$ cat src/hdl/tcc_regs.svh
`ifndef TCC_REGS_SVH
`define TCC_REGS_SVH

// ----------------------------------------
// Register word indices (byte address = 4 * index)
// ----------------------------------------
`define TCC_IDX_CTRL    3'h0
`define TCC_IDX_COUNT   3'h1
`define TCC_IDX_MOD     3'h2
`define TCC_IDX_CH0CTL  3'h3
`define TCC_IDX_CH0VAL  3'h4
`define TCC_IDX_CH1CTL  3'h5
`define TCC_IDX_CH1VAL  3'h6

// ----------------------------------------
// Field positions
// ----------------------------------------
`define TCC_B_FLAG      7
`define TCC_B_IE        6
`define TCC_B_STOP      5
`define TCC_B_RST       4
`define TCC_B_LINK      5
`define TCC_B_MSA       4
`define TCC_B_ELS_HI    3
`define TCC_B_ELS_LO    2
`define TCC_B_TOV       1

// ----------------------------------------
// Encodings and reset values
// ----------------------------------------
`define TCC_ELS_OFF     2'h0
`define TCC_ELS_TOGGLE  2'h1
`define TCC_ELS_CLEAR   2'h2
`define TCC_ELS_SET     2'h3
`define TCC_PS_EXT      3'h7
`define TCC_RST_MOD     16'hffff
`define TCC_RST_STOP    1'b1
`define TCC_RESP_OK     2'h0
`define TCC_RESP_ERR    2'h2

`endif

$ cat src/hdl/tcc_pkg.sv
package tcc_pkg;

    typedef struct packed {
        logic       flag;
        logic       ie;
        logic       link;
        logic       msa;
        logic [1:0] els;
        logic       tov;
    } tcc_chctl_t;

    typedef struct packed {
        logic [5:0] div;
        logic       ext_prev;
    } tcc_pre_st_t;

    typedef struct packed {
        logic pin_prev;
        logic level;
    } tcc_ch_st_t;

    typedef struct packed {
        logic [2:0]        aw_idx;
        logic              aw_bad;
        logic              aw_full;
        logic [31:0]       wdata;
        logic [3:0]        wstrb;
        logic              w_full;
        logic              bvalid;
        logic [1:0]        bresp;
        logic              rvalid;
        logic [31:0]       rdata;
        logic [1:0]        rresp;
        logic [15:0]       count;
        logic [15:0]       modulo;
        logic              ovf_flag;
        logic              ovf_ie;
        logic              stop;
        logic [2:0]        ps;
        tcc_chctl_t [1:0]  ch;
        logic [1:0][15:0]  val;
        logic              last_wr;
        logic              active;
    } tcc_st_t;

endpackage : tcc_pkg

$ cat src/hdl/tcc_channel.sv
`timescale 1ns/1ps
`include "tcc_regs.svh"

module tcc_channel
    import tcc_pkg::*;
(
    input  wire logic       aclk,      // Bus clock
    input  wire logic       aresetn,   // Sync reset, active low
    input  wire logic       is_output, // Output compare selected
    input  wire logic [1:0] els,       // Edge or action select
    input  wire logic       tov,       // Toggle on overflow
    input  wire logic       overflow,  // Counter wraps this cycle
    input  wire logic       match,     // Counter reaches compare value
    input  wire logic       pin_in,    // Pin level
    output logic            event_p,   // Capture or compare pulse
    output logic            pin_out,   // Driven pin level
    output logic            pin_oe     // Timer drives the pin
);

    tcc_ch_st_t st;
    tcc_ch_st_t next_st;
    logic       rise;
    logic       fall;

    always_comb begin
        next_st          = st;
        rise             = pin_in & ~st.pin_prev;
        fall             = ~pin_in & st.pin_prev;
        next_st.pin_prev = pin_in;
        event_p          = 1'b0;
        if (is_output) begin
            // Compare after toggle, so a compare at zero still forces its level
            if (overflow && tov) begin
                next_st.level = ~st.level;
            end
            if (match) begin
                event_p = 1'b1;
                case (els)
                    `TCC_ELS_TOGGLE: next_st.level = ~next_st.level;
                    `TCC_ELS_CLEAR:  next_st.level = 1'b0;
                    `TCC_ELS_SET:    next_st.level = 1'b1;
                    default:         next_st.level = next_st.level;
                endcase
            end
        end else begin
            event_p = (els[0] & rise) | (els[1] & fall);
        end
    end

    assign pin_out = st.level;
    assign pin_oe  = is_output & (els != `TCC_ELS_OFF);

    always_ff @(posedge aclk) begin
        if (!aresetn) begin
            st <= '0;
        end else begin
            st <= next_st;
        end
    end

endmodule : tcc_channel

$ cat src/hdl/tcc_prescaler.sv
`timescale 1ns/1ps
`include "tcc_regs.svh"

module tcc_prescaler
    import tcc_pkg::*;
(
    input  wire logic       aclk,     // Bus clock
    input  wire logic       aresetn,  // Sync reset, active low
    input  wire logic       clear,    // Restart the divider
    input  wire logic       run,      // Counting allowed
    input  wire logic [2:0] sel,      // Rate select
    input  wire logic       ext_clk,  // External clock pin level
    output logic            tick      // Counter advance pulse
);

    tcc_pre_st_t st;
    tcc_pre_st_t next_st;
    logic [5:0]  mask;

    always_comb begin
        next_st          = st;
        mask             = 6'((7'h1 << sel) - 7'h1);
        next_st.ext_prev = ext_clk;
        if (sel == `TCC_PS_EXT) begin
            tick = run & ext_clk & ~st.ext_prev;
        end else begin
            tick = run & ((st.div & mask) == mask);
        end
        if (clear) begin
            next_st.div = 6'h00;
        end else if (run) begin
            next_st.div = 6'(st.div + 6'h01);
        end
    end

    always_ff @(posedge aclk) begin
        if (!aresetn) begin
            st <= '0;
        end else begin
            st <= next_st;
        end
    end

endmodule : tcc_prescaler

$ cat src/hdl/tcc_top.sv
`timescale 1ns/1ps
`include "tcc_regs.svh"

module tcc_top
    import tcc_pkg::*;
(
    input  wire logic        aclk,                      // Bus clock
    input  wire logic        aresetn,                   // Sync reset, active low
    input  wire logic [7:0]  s_axi_awaddr,              // Write address
    input  wire logic        s_axi_awvalid,             // Write address valid
    output logic             s_axi_awready,             // Write address ready
    input  wire logic [31:0] s_axi_wdata,               // Write data
    input  wire logic [3:0]  s_axi_wstrb,               // Write byte lanes
    input  wire logic        s_axi_wvalid,              // Write data valid
    output logic             s_axi_wready,              // Write data ready
    output logic [1:0]       s_axi_bresp,               // Write response
    output logic             s_axi_bvalid,              // Write response valid
    input  wire logic        s_axi_bready,              // Write response ready
    input  wire logic [7:0]  s_axi_araddr,              // Read address
    input  wire logic        s_axi_arvalid,             // Read address valid
    output logic             s_axi_arready,             // Read address ready
    output logic [31:0]      s_axi_rdata,               // Read data
    output logic [1:0]       s_axi_rresp,               // Read response
    output logic             s_axi_rvalid,              // Read data valid
    input  wire logic        s_axi_rready,              // Read data ready
    input  wire logic        chan0_pin_in,              // Channel 0 pin level
    output logic             chan0_pin_out,             // Channel 0 pin drive
    output logic             chan0_pin_oe,              // Channel 0 pin enable
    input  wire logic        chan1_pin_in,              // Channel 1 pin level
    output logic             chan1_pin_out,             // Channel 1 pin drive
    output logic             chan1_pin_oe,              // Channel 1 pin enable
    input  wire logic        external_timer_clock_pin,  // External count clock
    input  wire logic        break_state,               // Processor in break
    output logic             overflow_irq,              // Overflow request
    output logic             chan0_irq,                 // Channel 0 request
    output logic             chan1_irq                  // Channel 1 request
);

    tcc_st_t     st;
    tcc_st_t     next_st;
    logic        tick;
    logic        run;
    logic        pre_clear;
    logic        overflow;
    logic [15:0] next_count;
    logic        linked;
    logic [15:0] cmp0;
    logic [1:0]  match;
    logic [1:0]  is_out;
    logic [1:0]  ev;
    logic        do_write;
    logic [31:0] rd_data;
    logic        rd_ok;

    function automatic logic [15:0] merge16(input logic [15:0] old, input logic [31:0] wd, input logic [3:0] s);
        merge16 = {s[1] ? wd[15:8] : old[15:8], s[0] ? wd[7:0] : old[7:0]};
    endfunction : merge16

    // ----------------------------------------
    // Counter and channel wiring
    // ----------------------------------------
    assign run        = ~st.stop & ~break_state;
    assign overflow   = tick & (st.count == st.modulo);
    assign next_count = (st.count == st.modulo) ? 16'h0000 : 16'(st.count + 16'h0001);
    assign linked     = st.ch[0].link;
    // Linked pair: whichever set is active drives channel 0
    assign cmp0       = (linked && st.active) ? st.val[1] : st.val[0];
    assign match[0]   = tick & (next_count == cmp0);
    assign match[1]   = tick & (next_count == st.val[1]);
    assign is_out[0]  = linked | st.ch[0].msa;
    assign is_out[1]  = ~linked & st.ch[1].msa;

    tcc_prescaler u_pre (
        .aclk    (aclk),
        .aresetn (aresetn),
        .clear   (pre_clear),
        .run     (run),
        .sel     (st.ps),
        .ext_clk (external_timer_clock_pin),
        .tick    (tick)
    );

    tcc_channel u_ch0 (
        .aclk      (aclk),
        .aresetn   (aresetn),
        .is_output (is_out[0]),
        .els       (st.ch[0].els),
        .tov       (st.ch[0].tov),
        .overflow  (overflow),
        .match     (match[0]),
        .pin_in    (chan0_pin_in),
        .event_p   (ev[0]),
        .pin_out   (chan0_pin_out),
        .pin_oe    (chan0_pin_oe)
    );

    // Channel 1 goes idle while linked, leaving its pin to port logic
    tcc_channel u_ch1 (
        .aclk      (aclk),
        .aresetn   (aresetn),
        .is_output (is_out[1]),
        .els       (linked ? `TCC_ELS_OFF : st.ch[1].els),
        .tov       (st.ch[1].tov & ~linked),
        .overflow  (overflow),
        .match     (match[1] & ~linked),
        .pin_in    (chan1_pin_in),
        .event_p   (ev[1]),
        .pin_out   (chan1_pin_out),
        .pin_oe    (chan1_pin_oe)
    );

    // ----------------------------------------
    // Bus slave
    // ----------------------------------------
    assign s_axi_awready = ~st.aw_full & ~st.bvalid;
    assign s_axi_wready  = ~st.w_full & ~st.bvalid;
    assign s_axi_arready = ~st.rvalid;
    assign s_axi_bvalid  = st.bvalid;
    assign s_axi_bresp   = st.bresp;
    assign s_axi_rvalid  = st.rvalid;
    assign s_axi_rdata   = st.rdata;
    assign s_axi_rresp   = st.rresp;
    assign do_write      = st.aw_full & st.w_full & ~st.bvalid;
    assign pre_clear     = do_write & (st.aw_idx == `TCC_IDX_CTRL) & ~st.aw_bad
                           & st.wstrb[0] & st.wdata[`TCC_B_RST];

    always_comb begin
        rd_ok   = (s_axi_araddr[7:5] == 3'h0);
        rd_data = 32'h0000_0000;
        case (s_axi_araddr[4:2])
            `TCC_IDX_CTRL:   rd_data = {24'h000000, st.ovf_flag, st.ovf_ie, st.stop, 2'b00, st.ps};
            `TCC_IDX_COUNT:  rd_data = {16'h0000, st.count};
            `TCC_IDX_MOD:    rd_data = {16'h0000, st.modulo};
            `TCC_IDX_CH0CTL: rd_data = {24'h000000, st.ch[0], 1'b0};
            `TCC_IDX_CH0VAL: rd_data = {16'h0000, st.val[0]};
            `TCC_IDX_CH1CTL: rd_data = {24'h000000, st.ch[1], 1'b0};
            `TCC_IDX_CH1VAL: rd_data = {16'h0000, st.val[1]};
            default:         rd_ok   = 1'b0;
        endcase
    end

    // ----------------------------------------
    // Next state
    // ----------------------------------------
    always_comb begin
        next_st = st;
        if (s_axi_awvalid && s_axi_awready) begin
            next_st.aw_idx  = s_axi_awaddr[4:2];
            next_st.aw_bad  = (s_axi_awaddr[7:5] != 3'h0) || (s_axi_awaddr[4:2] == 3'h7);
            next_st.aw_full = 1'b1;
        end
        if (s_axi_wvalid && s_axi_wready) begin
            next_st.wdata  = s_axi_wdata;
            next_st.wstrb  = s_axi_wstrb;
            next_st.w_full = 1'b1;
        end
        if (st.bvalid && s_axi_bready) begin
            next_st.bvalid = 1'b0;
        end
        if (s_axi_arvalid && s_axi_arready) begin
            next_st.rvalid = 1'b1;
            next_st.rdata  = rd_data;
            next_st.rresp  = rd_ok ? `TCC_RESP_OK : `TCC_RESP_ERR;
        end else if (st.rvalid && s_axi_rready) begin
            next_st.rvalid = 1'b0;
        end

        if (tick) begin
            next_st.count = next_count;
        end
        if (!linked) begin
            next_st.active  = 1'b0;
            next_st.last_wr = 1'b0;
        end

        if (do_write) begin
            next_st.aw_full = 1'b0;
            next_st.w_full  = 1'b0;
            next_st.bvalid  = 1'b1;
            next_st.bresp   = st.aw_bad ? `TCC_RESP_ERR : `TCC_RESP_OK;
            if (!st.aw_bad) begin
                case (st.aw_idx)
                    `TCC_IDX_CTRL: begin
                        if (st.wstrb[0]) begin
                            next_st.ovf_flag = st.ovf_flag & ~st.wdata[`TCC_B_FLAG];
                            next_st.ovf_ie   = st.wdata[`TCC_B_IE];
                            next_st.stop     = st.wdata[`TCC_B_STOP];
                            next_st.ps       = st.wdata[2:0];
                            if (st.wdata[`TCC_B_RST]) begin
                                next_st.count = 16'h0000;
                            end
                        end
                    end
                    `TCC_IDX_MOD: begin
                        next_st.modulo = merge16(st.modulo, st.wdata, st.wstrb);
                    end
                    `TCC_IDX_CH0CTL, `TCC_IDX_CH1CTL: begin
                        if (st.wstrb[0]) begin
                            // Word 3 is channel 0, word 5 channel 1: bit 2 tells them apart
                            next_st.ch[st.aw_idx[2]] = {st.ch[st.aw_idx[2]].flag & ~st.wdata[`TCC_B_FLAG],
                                                        st.wdata[`TCC_B_IE:`TCC_B_TOV]};
                        end
                    end
                    `TCC_IDX_CH0VAL: begin
                        next_st.val[0]  = merge16(st.val[0], st.wdata, st.wstrb);
                        next_st.last_wr = 1'b0;
                    end
                    `TCC_IDX_CH1VAL: begin
                        next_st.val[1]  = merge16(st.val[1], st.wdata, st.wstrb);
                        next_st.last_wr = linked;
                    end
                    default: begin
                        next_st.bresp = `TCC_RESP_OK;
                    end
                endcase
            end
        end

        // Hardware sets come last so they win over a same-cycle clear
        if (overflow) begin
            next_st.ovf_flag = 1'b1;
            if (linked) begin
                next_st.active = next_st.last_wr;
            end
        end
        for (int i = 0; i < 2; i++) begin
            if (ev[i]) begin
                next_st.ch[i].flag = 1'b1;
                if (!is_out[i]) begin
                    next_st.val[i] = st.count;
                end
            end
        end
    end

    assign overflow_irq = st.ovf_flag & st.ovf_ie;
    assign chan0_irq    = st.ch[0].flag & st.ch[0].ie;
    assign chan1_irq    = st.ch[1].flag & st.ch[1].ie & ~linked;

    always_ff @(posedge aclk) begin
        if (!aresetn) begin
            st        <= '0;
            st.modulo <= `TCC_RST_MOD;
            st.stop   <= `TCC_RST_STOP;
        end else begin
            st <= next_st;
        end
    end
endmodule : tcc_top

$ cat config.mk
export PLATFORM = sky130hd
export DESIGN_NAME = tcc_top
export DESIGN_NICKNAME = d
export VERILOG_FILES = /design/src/hdl/tcc_pkg.sv /design/src/hdl/tcc_channel.sv /design/src/hdl/tcc_prescaler.sv /design/src/hdl/tcc_top.sv
export VERILOG_INCLUDE_DIRS = /design/src /design/src/hdl
export SDC_FILE = /design/constraint.sdc
export NUM_CORES = 1
export LEC_CHECK = 0
export BUFFER_PORTS_ARGS = -buffer_cell sky130_fd_sc_hd__buf_2
export CORE_ASPECT_RATIO = 0.9
export CORE_UTILIZATION = 30
export DETAILED_ROUTE_END_ITERATION = 12
export HOLD_SLACK_MARGIN = 0.12
export PLACE_DENSITY_LB_ADDON = 0.2
export RECOVER_POWER = 50
export SLEW_MARGIN = 10
export SYNTH_ARGS = -nofsm -noshare
export SYNTH_HDL_FRONTEND = slang
export SYNTH_SLANG_ARGS = --single-unit
export TNS_END_PERCENT = 5
$ cat constraint.sdc
create_clock -name aclk -period 3.3 [get_ports aclk]
set_input_delay 0.66 -clock aclk [delete_from_list [all_inputs] [get_ports aclk]]
set_output_delay 0.66 -clock aclk [all_outputs]
set_load 0.01 [all_outputs]
# After elaboration in Yosys (flattened, before gate mapping)
# Cells that the tools add are included.
# Widths: inputs -> output; s select.
[totals]
reg_bits = 177
latch_bits = 0
ram_bits = 0
romBits = 0
inputBits = 63
output_inout_bits = 48
wordCells = 229
n_memories = 0
[classes]
add_sub_neg = 3
multipliers = 0
n_div = 0
order_cmp = 2
n_eq_ne = 26
shift = 1
n_mux = 61
bitwise_logic = 57
reduce_logical = 39
[ops]
columns = ["cell", "count"]
rows = [
  ["$mux 16", 13],
  ["$mux 85", 2],
  ["$pmux 16 s7", 1],
  ["$eq 16x16->1", 3],
  ["$mux 8", 6],
  ["$and 1x1->1", 34],
  ["$mux 14", 2],
  ["$reduce_and 4->1", 7],
  ["$reduce_bool 2->1", 13],
  ["$eq 3x3->1 const B", 8],
  ["$mux 7", 3],
  ["$mux 1", 20],
  ["$not 1->1", 19],
  ["$add 16x1->16 const B", 1],
  ["$bwmux 14", 1],
  ["$eq 3x2->1 const B", 4],
  ["$mux 2", 6],
  ["$mux 6", 2],
  ["$logic_and 1x1->1", 9],
  ["$logic_not 3->1", 3],
  ["$eq 2x2->1 const B", 4],
  ["$demux 7 s1", 1],
  ["$reduce_or 7->1", 1],
  ["$add 6x1->6 const B", 1],
  ["17 further kinds", 25],
]

# Depth between registers and ports, before layout
[depth]
depth_word = 14
depth_mapped = 12
ltp_nobuf = 10

# Cells and area by module
# Synthesis repeated with hierarchy kept, for this count alone.
[unflattened]
hier_cells = 983
hier_area_um2 = 8474.4
[modules_own_cells]
columns = ["mod", "instances", "cells_each", "area_each_um2", "seq_area_each_um2"]
rows = [
  ["tcc_top", 1, 902, 7816.2, 2602.5],
  ["tcc_prescaler", 1, 41, 350.3, 140.1],
  ["tcc_channel", 2, 20, 153.9, 40.0],
]

# Worst setup path after synthesis
# Ideal clock, no wire load.
[synth_timing]
path_kind = "register to register"
start = "register st[70] in the netlist's numbering"
end = "register u_ch0.st, in the netlist u_ch0.pin_out"
setup_ns = 0.091
arrival_time_ns = 2.789
t_required_ns = 3.209
path_slack_ns = 0.420
path_stages_with_launch = 11
path_buffers = 0
synth_period_minus_slack_ns = 2.880
cell_sequence = "dfxtp_1 ha_1 nand3_4 nor3_4 xnor3_1 nor3_1 o21bai_1 a2111o_1 nor4b_4 mux2_1 a311oi_1"
[synth_between]
elab_chain_cells = 8
word_cells_on_any_way = 12
classes_between = "add/sub (1); eq/ne (2); mux (5); bitwise (3); reduce/logical (1)"
[synth_lines]
columns = ["element", "line", "rtl"]
rows = [
  ["from (decl)", "tcc_top.sv:39", "tcc_st_t st;"],
  ["from (signal assigned)", "tcc_top.sv:246", "st <= next_st;"],
  ["branches (longest 7 deep; another with $add 16x1->16)", "--", ""],
  ["$mux 1 *", "tcc_channel.sv:36", "if (match) begin"],
  ["to (signal assigned)", "tcc_channel.sv:57", "st <= next_st;"],
  ["to (decl)", "tcc_channel.sv:20", "tcc_ch_st_t st;"],
]
# Mark *: on every way between the ends. The select of a mux whose other input is x is not followed.
# A chain may end at the register's enable or synchronous reset.

# Worst setup path after layout
[layout_timing]
start = "register st[54] in the netlist's numbering"
end = "register u_ch0.st, in the netlist u_ch0.pin_out"
[layout_between]
elab_chain_cells = 8
word_cells_on_any_way = 11
classes_between = "eq/ne (2); mux (5); bitwise (3); reduce/logical (1)"
[layout_lines]
columns = ["element", "line", "rtl"]
rows = [
  ["$eq 16x16->1 *", "tcc_top.sv:63, tcc_top.sv:64", ""],
  ["$and 1x1->1", "tcc_top.sv:63", "assign overflow = tick & (st.count == st.modulo);"],
  ["$logic_and 1x1->1", "tcc_channel.sv:33", "if (overflow && tov) begin"],
  ["$mux 1", "tcc_channel.sv:33", ""],
  ["$mux 1", "tcc_channel.sv:31", "if (is_output) begin"],
  ["$not 1->1", "tcc_channel.sv:39", "`TCC_ELS_TOGGLE: next_st.level = ~next_st.level;"],
  ["$pmux 1 s3", "tcc_channel.sv:38", "case (els)"],
  ["$mux 1 *", "tcc_channel.sv:36", ""],
]
# Every way passes the cells marked *; elsewhere a longest branch is shown, timed or not. The select of a mux whose other input is x is not followed.

==> flow_summary_export.csv <==
group,metric,value,unit
power,report.power.total,4.173,mW
min_path,holdCritPathClass,"input pin to flop",
logic_synthesis,yosys_warnings,0,
floorplan,die_width,176.0,µm
setup_path,timing.reg2reg.setup_slack,90,ps
route,route.detailed.wl_per_inst,18.48,µm
setup_path,arrival,3560,ps
floorplan,die_height,158.6,µm
timing,final.min_clock_period,3213,ps
global_route,groute.usage.overall,18.98,%
logic_synthesis,netlist_area_before_placement,0.008173,mm²
route,drt-pass1-iter-count,5,
route,remaining_routing_drc_violations,0,
finish,fraction_of_the_core_area_covered_by_cells_at_the_end_of_the_flow,36.36,%
timing,max_clock_freq,311.2,MHz
cts,clock_tree_from_tritoncts,"built",
timing,hold_violations,0,
setup_path,worst_setup_path_endpoint,"u_ch0.pin_out",
logic_synthesis,netlist-cell-type-count,77,
finish,nets,1114,
cts,cts_hold_buffers,0,
global_route,grt_util_met2,28.72,%
setup_path,endpoint_kind,"flop",
cts,cts.clk_slew.worst_paths,70,ps
logic_synthesis,synthesis.area_per_instance,8.314,µm²
logic_synthesis,share_of_flip_flops_with_an_asynchronous_set_or_reset,0,%
finish,instances_no_fill,1410,
global_route,grt.busiest_layer,"met2",
cts,clock-root-buffer,"clkbuf_16",
logic_synthesis,synth-edff-count,0,
route,vias_per_cell,5.211,
route,routed-via-count,7347,
setup_path,setup.worst_path.start,"st[54]",
cts,cts-buffers-inserted,17,
cts,cts_htree_levels,4,
finish,areaGrowthSynthToFinish,17.53,%
global_route,gr-total-overflow,0,
floorplan,row_count,56,
power,leakagePower,4.053,nW
timing,slew_at_the_pin_closest_to_its_max_slew_limit,1495,ps
timing,timing.final.setup_violations,0,
route,drtAntennaViolNets,0,
placed_design,port_buffers,70,
timing,clock_skews,12.35,ps
timing,slew_headroom,0.3490,%
global_route,gr-usage-met1,27.09,%
floorplan,floorplan.die_area,0.02791,mm²
logic_synthesis,syn-instance-count,983,
cts,ctsLongestPathBuffers,2,
finish,layout-drive-gt1-share,17.14,%
global_route,grt_use_met3,3.510,%
setup_path,start_kind,"flop",
setup_path,crit_required,3650,ps
timing,slew_violations,0,
setup_path,worst-path-max-fanout,11,
placed_design,dp_hpwl,18870,µm
cts,clk-insertion-delay-late,440,ps
setup_path,timing.rr.start,"st[54]",
placed_design,gp_congestion,0.8415,
logic_synthesis,seq_area_frac_synth,34.54,%
cts,cts.sink_count,141,
global_route,grt_first_pass_wirelength,39770,µm
route,drt_wl_total,26050,µm
floorplan,ios,111,
power,max-vdd-ir-drop,0.2675,mV
placed_design,place_inst,1373,
route,first_iter_violations,472,
global_route,antenna_violations_before_repair,0,
logic_synthesis,ys_seq_elements,141,
floorplan,effective_utilization_at_floorplan,30.94,%
setup_path,setup.worst_path.class,"flop to flop",
finish,antennaDiodeCount,0,
setup_path,reg_to_reg_critical_path_endpoint,"u_ch0.pin_out",
global_route,first_global_vias,6732,
global_route,grt_max_degree,68,
setup_path,reg2reg_depth,12,
job,max_cap_violations,0,
status,run_status,"finished clean",
timing,fin_crit_sh,97.37,%
floorplan,fp.coreArea,0.02642,mm²
logic_synthesis,synth_flop_cell,"dfxtp_1",
power,pwr_density_cell,434.5,mW/mm²
-- where the power goes --
part           internal (mW)  switching [mW]  total, mW
logic                 0.0892           0.169      0.258
registers               1.74          0.0438       1.78
clock network           1.24           0.887       2.13
total                   3.07            1.10       4.17
-- through the flow --
stage	setup slack, ps	hold slack, ps	TNS, ps	area (µm²)
6_report	86.71	406.2	0	9605
5_1_grt	-27.41	412.9	-41.38	9605
4_1_cts	0.8189	396.0	0	9553
3_5_place_dp	-28.44	455.5	-28.44	8916
3_3_place_gp	-11.82	463.3	-11.82	8916
2_1_floorplan	419.7	436.7	0	8237
-- worst min path at each step --
stage                   startpoint              to  slack, ps  depth (start not counted)
floorplan           s_axi_rdata[7]  s_axi_rdata[7]        440                          2
global placement    s_axi_rdata[7]  s_axi_rdata[7]        460                          2
detailed placement  s_axi_rdata[7]  s_axi_rdata[7]        460                          2
CTS                   s_axi_rready    s_axi_rvalid        400                          2
global route          s_axi_rready    s_axi_rvalid        410                          2
finish                s_axi_rready    s_axi_rvalid        410                          2
-- what timing repair did --
item,4_1_cts,5_1_grt
setup endpoints to repair,1,3
buffers inserted,0,5
resized for setup,0,15
pin swaps,1,9
-- metal layers --
metal,vias to the layer above,wire length (µm)
met5,-,0
met3,30,1263
li1,3565,-
met2,235,11190
met4,0,534
met1,3517,13070
-- synth_stat cells, drive strengths merged, types with 3 or more instances --
cell type    n  area share (%)
and2         8            0.61
a21boi       3            0.28
a31oi        7            0.54
nor3        16             1.3
a211oi      35             3.2
nand2      107             5.0
o22a         3            0.32
nor4         9             1.2
nor2b        9            0.69
o21bai       3            0.28
mux4         3            0.83
nand2b      11            0.84
o31a         4            0.43
mux2i       87              11
a22oi       17             1.6
o211ai       5            0.46
nand3       34             2.3
xnor2       41             4.4
inv         11            0.51
o221ai      10             1.1
nand4       11             1.2
o22ai        4            0.31
or3          4            0.31
o21ai       33             2.0
a21oi       51             3.1
dfxtp      141              35
and3         5            0.38
buf         63             5.4
nor2       138             6.5
xor2        11             1.2
clkbuf      43             2.0
a21o         3            0.28
nand3b       7            0.64
mux2        10             1.4
-- state kept, by name, indices dropped and copies added, names as in the netlist, named ones only --
name           cells
u_ch1.st           1
u_ch0.pin_out      1
s_axi_rvalid       1
s_axi_rresp        1
u_ch1.pin_out      1
s_axi_rdata       16
s_axi_bvalid       1
s_axi_bresp        1
u_pre.st           7
u_ch0.st           1
st                98
-- layout make-up --
| class | count | area, µm² |
|---|---|---|
| fill | 2751 | 16810 |
| multi-input combinational | 742 | 4816 |
| sequential | 141 | 2829 |
| timing repair buffer | 136 | 847.1 |
| clock buffer | 18 | 439.2 |
| tap | 348 | 435.4 |
| clock inverter | 14 | 197.7 |
| inverter | 11 | 41.29 |
-- cell usage in the layout, fill, tap and decap left out, types with 11 or more instances in the layout --
cell	n
xnor2_1	37
buf_4	60
nand2_1	106
nand2b_1	11
clkbuf_16	17
nor3_1	13
xor2_1	11
clkbuf_1	26
a211oi_1	35
o21ai_0	32
nand3_1	32
buf_2	44
conb_1	18
mux2i_1	87
nor2_1	136
a21oi_1	51
a22oi_1	17
dfxtp_1	136
-- worst max-delay path, cell delays in order, from the launching register on --
cell	delay [ps]
dfxtp_1	380
xnor2_2	280
nand4_1	180
nor4_4	260
buf_4	190
buf_4	180
buf_4	190
nand3_1	90
o41ai_1	110
o22ai_1	210
nor4b_4	440
mux2_1	380
a311oi_2	230
-- kinds of logic after synthesis --
| family | after synthesis | share of synthesized area (%) |
|---|---|---|
| muxes | 100 | 12.86 |
| AOI/OAI and AO/OA | 199 | 16.20 |
| DFF | 141 | 34.54 |
| buffers and inverters | 117 | 7.869 |
| other | 1 | 0.04588 |
| and+or+nand+nor | 370 | 22.34 |
| xor gates and xnor gates | 53 | 5.848 |
| adders and majority gates | 2 | 0.3061 |
Note: power is estimated with default switching activity, not from simulation.
